### config.mk
export PLATFORM = sky130hd
export DESIGN_NAME = pdn_mask_sync_ref_ctrl
export DESIGN_NICKNAME = d
export VERILOG_FILES = /design/src/sync_two_ff.v /design/src/ref_clock_select.v /design/src/pdn_mask_sync_ref_ctrl.v
export VERILOG_INCLUDE_DIRS = /design/src
export SDC_FILE = /design/constraint.sdc
export NUM_CORES = 1
export LEC_CHECK = 0
export CAP_MARGIN = 15
export CORE_MARGIN = 2
export CORE_UTILIZATION = 65
export DETAILED_ROUTE_END_ITERATION = 16
export DONT_BUFFER_PORTS = 1
export PLACE_DENSITY = 0.82
export SLEW_MARGIN = 25
export SYNTH_ARGS = -nofsm -noshare
export SYNTH_HDL_FRONTEND = slang
export SYNTH_SLANG_ARGS = --single-unit
### constraint.sdc
create_clock -name mclk -period 2.86 [get_ports mclk]
set_input_delay 0.715 -clock mclk [delete_from_list [all_inputs] [get_ports mclk]]
set_output_delay 0.715 -clock mclk [all_outputs]
set_load 0.02 [all_outputs]
### src/pdn_sync_ref_regs.vh
// Register map, field positions and reset values for power-down mask and sync/reference control
//
// Function
// - Clock buffer mask bit keeps buffer powered
// - Reference amp mask bit keeps amp powered
// - Bandgap bit set lets bandgap power down when power down is active
// - Shared pin: power down or sync
// - Register sync bit toggle issues sync
// - Sync bit never self-clears; host rewrites
// - Bit 5 selects register sync source
// - Bit 3 gives reference to register
// - Reference code used only under register control
// - Bit 0 selects single-ended clock input, only under register control
// - Global power down request, mask decides blocks
`ifndef PDN_SYNC_REF_REGS_VH
`define PDN_SYNC_REF_REGS_VH

// ----------------------------------------
// Register addresses and reset values
// ----------------------------------------
`define ADDR_MASK 8'h0d
`define ADDR_SYNCREF 8'h0e
`define RESET_MASK 8'h00
`define RESET_SYNCREF 8'h00

// ----------------------------------------
// Mask register fields
// ----------------------------------------
`define MASK_KEEP_CLKBUF 3
`define MASK_KEEP_REFAMP 2
`define MASK_BG_OFF 1
`define MASK_WRITABLE 8'h0e

// ----------------------------------------
// Sync/reference register fields
// ----------------------------------------
`define SR_PIN_IS_SYNC 7
`define SR_REG_SYNC 6
`define SR_REG_SYNC_EN 5
`define SR_REF_REG_CTL 3
`define SR_REF_SEL_HI 2
`define SR_REF_SEL_LO 1
`define SR_SE_CLK 0
`define SR_WRITABLE 8'hef

// Reference selector codes
`define REF_INTERNAL 2'h0
`define REF_EXT_BUFFERED 2'h1
`define REF_EXTERNAL 2'h2

`endif

### src/sync_two_ff.v
// Two-flop synchroniser for asynchronous pin levels
`timescale 1ns/10ps
module sync_two_ff (
   // Clock and reset
   input wire mclk,
   input wire rst,
   input wire clkEn,
   // Level in and out
   input wire asyncIn,
   output wire syncOut
);
   reg stage1_reg;
   reg stage2_reg;

   always @(posedge mclk or posedge rst) begin
      if (rst) begin
         stage1_reg <= 1'b0;
         stage2_reg <= 1'b0;
      end else if (clkEn) begin
         stage1_reg <= asyncIn;
         stage2_reg <= stage1_reg;
      end
   end

   assign syncOut = stage2_reg;
endmodule

### src/ref_clock_select.v
// Reference source and clock input style selection
`timescale 1ns/10ps
`include "pdn_sync_ref_regs.vh"
module ref_clock_select (
   // Clock and reset
   input wire mclk,
   input wire rst,
   input wire clkEn,
   // Controls
   input wire regControl,
   input wire [1:0] regRefSel,
   input wire regSeClock,
   input wire [1:0] pinRefSel,
   // Results
   output reg [1:0] refSelect,
   output reg singleEndedClock,
   output reg diffClockBufOn
);
   reg [1:0] refNext;

   always @* begin
      refNext = pinRefSel;
      if (regControl) begin
         refNext = regRefSel;
      end
   end

   always @(posedge mclk or posedge rst) begin
      if (rst) begin
         refSelect <= `REF_INTERNAL;
         singleEndedClock <= 1'b0;
         diffClockBufOn <= 1'b1;
      end else if (clkEn) begin
         refSelect <= refNext;
         singleEndedClock <= regControl & regSeClock;
         diffClockBufOn <= ~(regControl & regSeClock);
      end
   end
endmodule

### src/pdn_mask_sync_ref_ctrl.v
// Power-down mask and sync/reference control register bank
`timescale 1ns/10ps
`include "pdn_sync_ref_regs.vh"
module pdn_mask_sync_ref_ctrl (
   // Clock and reset
   input wire mclk,
   input wire rst,
   input wire clkEn,
   // Register access from the serial port decoder
   input wire regWrite,
   input wire [7:0] regAddr,
   input wire [7:0] regWdata,
   output reg [7:0] regRdata,
   // Power-down control register bit
   input wire global_power_down_request,
   // Pins
   input wire shared_sync_powerdown_pin,
   input wire [1:0] reference_buffer_pin,
   // Power-down outputs, high means the block is powered; globalPowerDown high means power down is active
   output reg clockBufPowered,
   output reg referenceAmpPowered,
   output reg bandgapPowered,
   output reg globalPowerDown,
   // Sync
   output reg syncPulse,
   // Reference and clock style
   output wire [1:0] refSelect,
   output wire singleEndedClock,
   output wire diffClockBufOn
);
   // ----------------------------------------
   // Registers
   // ----------------------------------------
   reg [7:0] global_power_down_mask_reg;
   reg [7:0] sync_reference_control_reg;
   reg regSyncPrev_reg;
   reg pinPrev_reg;
   wire pinSync;
   wire [1:0] pinRefSync;
   wire pdnActive;
   wire pinIsSync;
   wire regSyncEn;
   wire regSyncToggle;
   wire pinRise;

   // ----------------------------------------
   // Helpers
   // ----------------------------------------
   // A block stays on unless power down is active and not masked
   function keep_powered(input down, input keep);
      begin
         keep_powered = ~down | keep;
      end
   endfunction

   // Reserved bits are masked so they read back zero whatever the host wrote
   always @(posedge mclk or posedge rst) begin
      if (rst) begin
         global_power_down_mask_reg <= `RESET_MASK;
         sync_reference_control_reg <= `RESET_SYNCREF;
      end else if (clkEn && regWrite) begin
         if (regAddr == `ADDR_MASK) begin
            global_power_down_mask_reg <= regWdata & `MASK_WRITABLE;
         end
         if (regAddr == `ADDR_SYNCREF) begin
            // Sync bit is kept as written, never cleared here
            sync_reference_control_reg <= regWdata & `SR_WRITABLE;
         end
      end
   end

   always @* begin
      case (regAddr)
         `ADDR_MASK: regRdata = global_power_down_mask_reg;
         `ADDR_SYNCREF: regRdata = sync_reference_control_reg;
         default: regRdata = 8'h00;
      endcase
   end

   // ----------------------------------------
   // Pin synchronisers
   // ----------------------------------------
   sync_two_ff pinSyncInst (
      .mclk(mclk),
      .rst(rst),
      .clkEn(clkEn),
      .asyncIn(shared_sync_powerdown_pin),
      .syncOut(pinSync)
   );

   sync_two_ff refSync0 (
      .mclk(mclk),
      .rst(rst),
      .clkEn(clkEn),
      .asyncIn(reference_buffer_pin[0]),
      .syncOut(pinRefSync[0])
   );

   sync_two_ff refSync1 (
      .mclk(mclk),
      .rst(rst),
      .clkEn(clkEn),
      .asyncIn(reference_buffer_pin[1]),
      .syncOut(pinRefSync[1])
   );

   // ----------------------------------------
   // Power down and sync
   // ----------------------------------------
   assign pinIsSync = sync_reference_control_reg[`SR_PIN_IS_SYNC];
   assign regSyncEn = sync_reference_control_reg[`SR_REG_SYNC_EN];
   assign pdnActive = global_power_down_request | (~pinIsSync & pinSync);
   // A 0-to-1 write of the sync bit is the command edge
   assign regSyncToggle = sync_reference_control_reg[`SR_REG_SYNC] & ~regSyncPrev_reg;
   assign pinRise = pinSync & ~pinPrev_reg;

   always @(posedge mclk or posedge rst) begin
      if (rst) begin
         regSyncPrev_reg <= 1'b0;
         pinPrev_reg <= 1'b0;
         syncPulse <= 1'b0;
         globalPowerDown <= 1'b0;
         clockBufPowered <= 1'b1;
         referenceAmpPowered <= 1'b1;
         bandgapPowered <= 1'b1;
      end else if (clkEn) begin
         regSyncPrev_reg <= sync_reference_control_reg[`SR_REG_SYNC];
         pinPrev_reg <= pinSync;
         // Register source replaces the pin when enabled
         if (regSyncEn) begin
            syncPulse <= regSyncToggle;
         end else begin
            syncPulse <= pinIsSync & pinRise;
         end
         globalPowerDown <= pdnActive;
         clockBufPowered <= keep_powered(pdnActive,
            global_power_down_mask_reg[`MASK_KEEP_CLKBUF]);
         referenceAmpPowered <= keep_powered(pdnActive,
            global_power_down_mask_reg[`MASK_KEEP_REFAMP]);
         // Inverted sense: set means bandgap goes down when power down is active, slower wake-up
         bandgapPowered <= keep_powered(pdnActive,
            ~global_power_down_mask_reg[`MASK_BG_OFF]);
      end
   end

   // ----------------------------------------
   // Reference and clock selection
   // ----------------------------------------
   ref_clock_select refClkInst (
      .mclk(mclk),
      .rst(rst),
      .clkEn(clkEn),
      .regControl(sync_reference_control_reg[`SR_REF_REG_CTL]),
      .regRefSel(sync_reference_control_reg[`SR_REF_SEL_HI:`SR_REF_SEL_LO]),
      .regSeClock(sync_reference_control_reg[`SR_SE_CLK]),
      .pinRefSel(pinRefSync),
      .refSelect(refSelect),
      .singleEndedClock(singleEndedClock),
      .diffClockBufOn(diffClockBufOn)
   );
endmodule

==> results of run 1 <==
## how the worst min path moves through the flow
stage	from	to	slack [ns]
after floorplan	global_power_down_mask_reg[1]	bandgapPowered	0.42
after global placement	global_power_down_mask_reg[1]	bandgapPowered	0.45
after detailed placement	global_power_down_mask_reg[1]	bandgapPowered	0.45
after CTS	clkEn	bandgapPowered	0.44
after global routing	rst	syncPulse	0.32
final	rst	sync_reference_control_reg[3]	0.30
## report_power, final
| part | switching [mW] | leakage, nW | internal, mW |
|---|---|---|---|
| registers | 0.0325 | 0.336 | 0.413 |
| clock network | 0.104 | 0.0150 | 0.0545 |
| logic | 0.0261 | 0.200 | 0.0275 |
## layer usage
metal,wire length (um),part of all wire,vias up
met5,0,0,-
met4,14,0.0068,0
met3,113,0.055,2
met2,1060,0.52,26
met1,866,0.42,360
li1,-,-,337
## cell usage in the layout (no fill, tap or decap), types with 2 or more instances in the layout
| cell | synthesis | routed |
|---|---|---|
| a22oi_1 | 3 | 3 |
| inv_1 | 6 | 5 |
| o21ai_0 | 2 | 2 |
| nand2_1 | 2 | 2 |
| a21oi_1 | 3 | 3 |
| and3_1 | 4 | 4 |
| a31oi_1 | 4 | 4 |
| dfstp_2 | 4 | 4 |
| mux2i_1 | 2 | 2 |
| clkbuf_4 | 0 | 3 |
| dfrtp_1 | 23 | 23 |
| mux2_2 | 18 | 18 |
| nor2_1 | 10 | 10 |
## metrics by stage
stage,cells,hold slack [ns],power [mW]
after global routing,122,0.318,0.693
final,122,0.300,0.658
after CTS,122,0.437,0.664
after detailed placement,118,0.448,0.509
after floorplan,98,0.418,0.501
after global placement,118,0.451,0.504
## logic make-up (layout without fill, tap and decap cells)
logic type / after synthesis / count (layout) / synth area share
and+or+nand+nor: 25 / 25 / 0.134
other: 1 / 1 / 0.00311
AOI/OAI and AO/OA: 14 / 14 / 0.0725
buffers and inverters: 11 / 10 / 0.0425
DFF: 27 / 27 / 0.564
muxes: 20 / 20 / 0.184
## worst max-delay path: stages
cell     delay [ns]
nor2b_1        0.47
a22oi_1        0.18
nor2_1         0.34
## final cells by class
class	count	area [um^2]	area share
Sequential cell	27	681	0.551
Multi-Input combinational cell	60	475	0.385
Tap cell	25	31.3	0.0253
Clock buffer	4	26.3	0.0213
Inverter	6	22.5	0.0182
==> impl_metrics.tcl, run 1 <==
set metrics [dict create \
    status "complete, no violations" \
    post_drt_via_cell_ratio 5.94 \
    endpoint_kind "primary output" \
    use_met3 0.0538 \
    busiest_layer "met2" \
    grt_pass1_vias 641 \
    hold_buffers 0 \
    dp_slack_ns 0.437 \
    grt_max_degree 28 \
    clock.fmax_mhz 414 \
    routed_wl_um 2060 \
    clkLatencyLatePin_ns 0.32 \
    synth_area_um2 1210 \
    cts_buffer_depth 2 \
    cts_root_buf "clkbuf_4" \
    fin_area_um2 1240 \
    slew_viol_final 0 \
    synth_area_leaders "dfrtp_1 (48%), mux2_2 (17%), dfstp_2 (8.7%)" \
    synth.distinct_cells 28 \
    antenna-diode-count 0 \
    dr_total_vias 725 \
    io_pins 41 \
    setup_viol 0 \
    clkSlewWorstSetupHoldPaths_ns 0.13 \
    gr-total-overflow 0 \
    fin_util 0.708 \
    synth_top_cell_by_area "dfrtp_1" \
    min_path_type "primary input to async pin" \
    setup_ws_ns 0.445 \
    cp_max_fo 8 \
    startpoint_type "primary input" \
    netlist.area_leader.share 0.477 \
    maxSlewHeadroom 0.616 \
    synth-main-ff-cell "dfrtp_1" \
    dpl-instance-area_um2 1210 \
    use_met2 0.312 \
    dpl.hpwl_um 1520 \
    firstDrtPassIters 4 \
    clkSinkCount 27 \
    ys_async_sr_fraction 1.00 \
    syn-num-nets 122 \
    drtIter0Drc 5 \
    grt_pass1_wl_um 2830 \
    dieHeight_um 47.1 \
    met1_usage 0.241 \
    rr_worst_depth 3 \
    r2r_slack_ns 1.82 \
    synth_seq_area_share 0.564 \
    crit_path_end "regRdata[2]" \
    grt_setup_unrepaired "false" \
    worst_slew_pin_slew_ns 0.575 \
    numCtsBuffers 3 \
    drc 0 \
    fillers 131 \
    path_class "primary input to primary output" \
    die_area_um2 2220 \
    r2r-start "sync_reference_control_reg[7]" \
    start_util 0.692 \
    p_per_area_nw_per_um2 532 \
    ys_seq_elements 27 \
    drv_cap 0 \
    period_share 0.844 \
    period_needed_ns 2.41 \
    routabilityCongestion 0.761 \
    p_leak_nw 0.551 \
    area_growth_pct 2.38 \
    port_buffers 0 \
    ant_nets 0 \
    r2r_end "globalPowerDown" \
    skew_ns 0.00522 \
    synth_edf_count 0 \
    wl_per_cell_um 16.9 \
    die_w_um 47.1 \
    core_area_um2 1750 \
    nets 122 \
    worstPathRequired_ns 2.14 \
    row_count 15 \
    synth_common_cells "dfrtp_1 (23), mux2_2 (18), nor2_1 (10)" \
    drive_gt1_frac 0.320 \
    cts_tree "yes" \
    yosysWarnings 0 \
    hold_viol 0 \
    peakVddDrop_mv 0.418 \
    antenna_found_initial 0 \
    syn_area_per_cell_um2 12.3 \
    crit_start "regAddr[1]" \
    finalSetupTns_ns 0 \
    syn_inst 98 \
    grt.total_usage 0.194 \
    yosysMostFrequentCell "dfrtp_1" \
    cts_max_level 1 \
    largest_register_ffs 7 \
    cts_resized 0 \
    cp.arrival_ns 1.70 \
    cts_post_setup_buffers_inserted 0 \
]
(Power assumes the default switching activity.)
==> inputs of run 2 (changes only) <==
--- a/config.mk
+++ b/config.mk
@@ -8,10 +8,10 @@
 export LEC_CHECK = 0
 export CAP_MARGIN = 15
 export CORE_MARGIN = 2
-export CORE_UTILIZATION = 65
+export CORE_UTILIZATION = 60
 export DETAILED_ROUTE_END_ITERATION = 16
 export DONT_BUFFER_PORTS = 1
-export PLACE_DENSITY = 0.82
+export PLACE_DENSITY = 0.77
 export SLEW_MARGIN = 25
 export SYNTH_ARGS = -nofsm -noshare
 export SYNTH_HDL_FRONTEND = slang
==> constraint.sdc (replaced) <==
create_clock -name mclk -period 2.4 [get_ports mclk]
set_input_delay 0.6 -clock mclk [delete_from_list [all_inputs] [get_ports mclk]]
set_output_delay 0.6 -clock mclk [all_outputs]
set_load 0.02 [all_outputs]
==> impl_metrics.tcl, run 2 (same netlist as run 1, synthesis figures left out) <==
set metrics [dict create \
    fin_cells 127 \
    numCtsBuffers 3 \
    largest_register_ffs 7 \
    fin_util 0.656 \
    die_w_um 48.9 \
    port_buffers 0 \
    rr_worst_depth 3 \
    path_class "primary input to primary output" \
    hold_buffers 0 \
    grt_pass1_vias 804 \
    drc 0 \
    post_drt_via_cell_ratio 5.65 \
    r2r_slack_ns 1.37 \
    finalSetupTns_ns 0 \
    max_stage_delay_ns 0.36 \
    ant_nets 0 \
    r2r_end "globalPowerDown" \
    grt_pass1_wl_um 3490 \
    clkLatencyLatePin_ns 0.31 \
    cts_tree "yes" \
    nets 125 \
    io_pins 41 \
    p_int_mw 0.593 \
    antenna-diode-count 0 \
    status "complete, no violations" \
    power_mw 0.781 \
    switching_share 0.240 \
    met1_usage 0.201 \
    p_leak_nw 0.567 \
    core_area_um2 1920 \
    busiest_layer "met2" \
    dpl.hpwl_um 1530 \
    period_needed_ns 2.05 \
    routed_wl_um 2030 \
    final_cell_mix "dfrtp_1 (23), mux2_2 (18), nor2_1 (10), inv_1 (6)" \
    crit_chain "nor2b_1, a22oi_1, nor2_1" \
    r2r-start "sync_reference_control_reg[7]" \
    min_path_type "primary input to async pin" \
    start_util 0.628 \
    crit_path_end "regRdata[2]" \
    crit_cells 3 \
    cp_slowest_cell "nor2b_1" \
    use_met3 0.0399 \
    dp_slack_ns 0.353 \
    drtIter0Drc 12 \
    period_share 0.856 \
    wl_per_cell_um 16.0 \
    cts_root_buf "clkbuf_4" \
    startpoint_type "primary input" \
    cts_buffer_depth 2 \
    crit_family "simple AND/OR/NAND/NOR gates" \
    dieHeight_um 48.9 \
    row_count 16 \
    peakVddDrop_mv 0.491 \
    drive_gt1_frac 0.330 \
    cts_post_setup_buffers_inserted 0 \
    grt_setup_unrepaired "false" \
    clkSinkCount 27 \
    die_area_um2 2390 \
    setup_viol 0 \
    gr-total-overflow 0 \
    hold_viol 0 \
    p_seq_frac 0.681 \
    skew_ns 0.00312 \
    p_per_area_nw_per_um2 619 \
    dp_cells 123 \
    power_frac_clock 0.232 \
    area_growth_pct 4.46 \
    dr_total_vias 717 \
    endpoint_kind "primary output" \
    use_met2 0.361 \
    cts_max_level 1 \
    crit_start "regAddr[1]" \
    clock.fmax_mhz 487 \
    final_common_cell "dfrtp_1" \
    worstPathRequired_ns 1.80 \
    worst-path-buf-inv 0 \
    cp_max_fo 5 \
    clkSlewWorstSetupHoldPaths_ns 0.13 \
    routabilityCongestion 0.815 \
    cts_resized 0 \
    grt_max_degree 28 \
    antenna_found_initial 0 \
    firstDrtPassIters 4 \
    comb_power_share 0.086 \
    cp.arrival_ns 1.45 \
    grt.total_usage 0.189 \
    p_switching_mw 0.187 \
    slew_viol_final 0 \
    drv_cap 0 \
    setup_ws_ns 0.346 \
]
run 2: cell count changes in the layout (fill, tap and decap cells not counted):
cell / before / now
inv_2: 1 / 0
buf_4: 0 / 3
inv_1: 5 / 6
run 2: power groups by stage:
| stage | registers [mW] | logic (mW) | clock network (mW) |
|---|---|---|---|
| after global placement | 0.539 | 0.0658 | 0 |
| after detailed placement | 0.541 | 0.0682 | 0 |
| after CTS | 0.533 | 0.0687 | 0.188 |
| after global routing | 0.537 | 0.0767 | 0.210 |
| final | 0.532 | 0.0672 | 0.181 |
| after floorplan | 0.533 | 0.0644 | 0 |
run 2: layout make-up:
type	count	area, um^2
fillers	157	661
clock buffers	4	26.3
multi-input cells	60	475
inverters	6	22.5
repair buffers	3	22.5
well taps	27	33.8
flip-flops and latches	27	681
run 2: worst min-delay path by stage:
| stage | from | to | slack, ns | cells after the start |
|---|---|---|---|---|
| final | rst | refSync0.stage1_reg | 0.21 | 2 |
| after global routing | rst | pinSyncInst.stage1_reg | 0.22 | 2 |
| after global placement | global_power_down_mask_reg[1] | bandgapPowered | 0.45 | 1 |
| after CTS | rst | sync_reference_control_reg[1] | 0.22 | 2 |
| after detailed placement | global_power_down_mask_reg[1] | bandgapPowered | 0.45 | 1 |
| after floorplan | global_power_down_mask_reg[1] | bandgapPowered | 0.42 | 1 |
run 2: through the flow:
step           hold slack [ns]  cell area, um^2
2_1_floorplan            0.418             1210
3_3_place_gp             0.449             1230
3_5_place_dp             0.447             1230
4_1_cts                  0.215             1260
5_1_grt                  0.222             1260
6_report                 0.214             1260
run 2: per-layer routing:
layer / wire length, um / share of wire
met1: 808 / 0.40
met3: 102 / 0.050
met4: 34 / 0.017
met2: 1090 / 0.54
met5: 0 / 0
run 2: worst register-to-register path: stages, from the launching register on:
cell	delay [ns]
dfrtp_1	0.40
inv_1	0.05
a21o_1	0.21
mux2_2	0.27
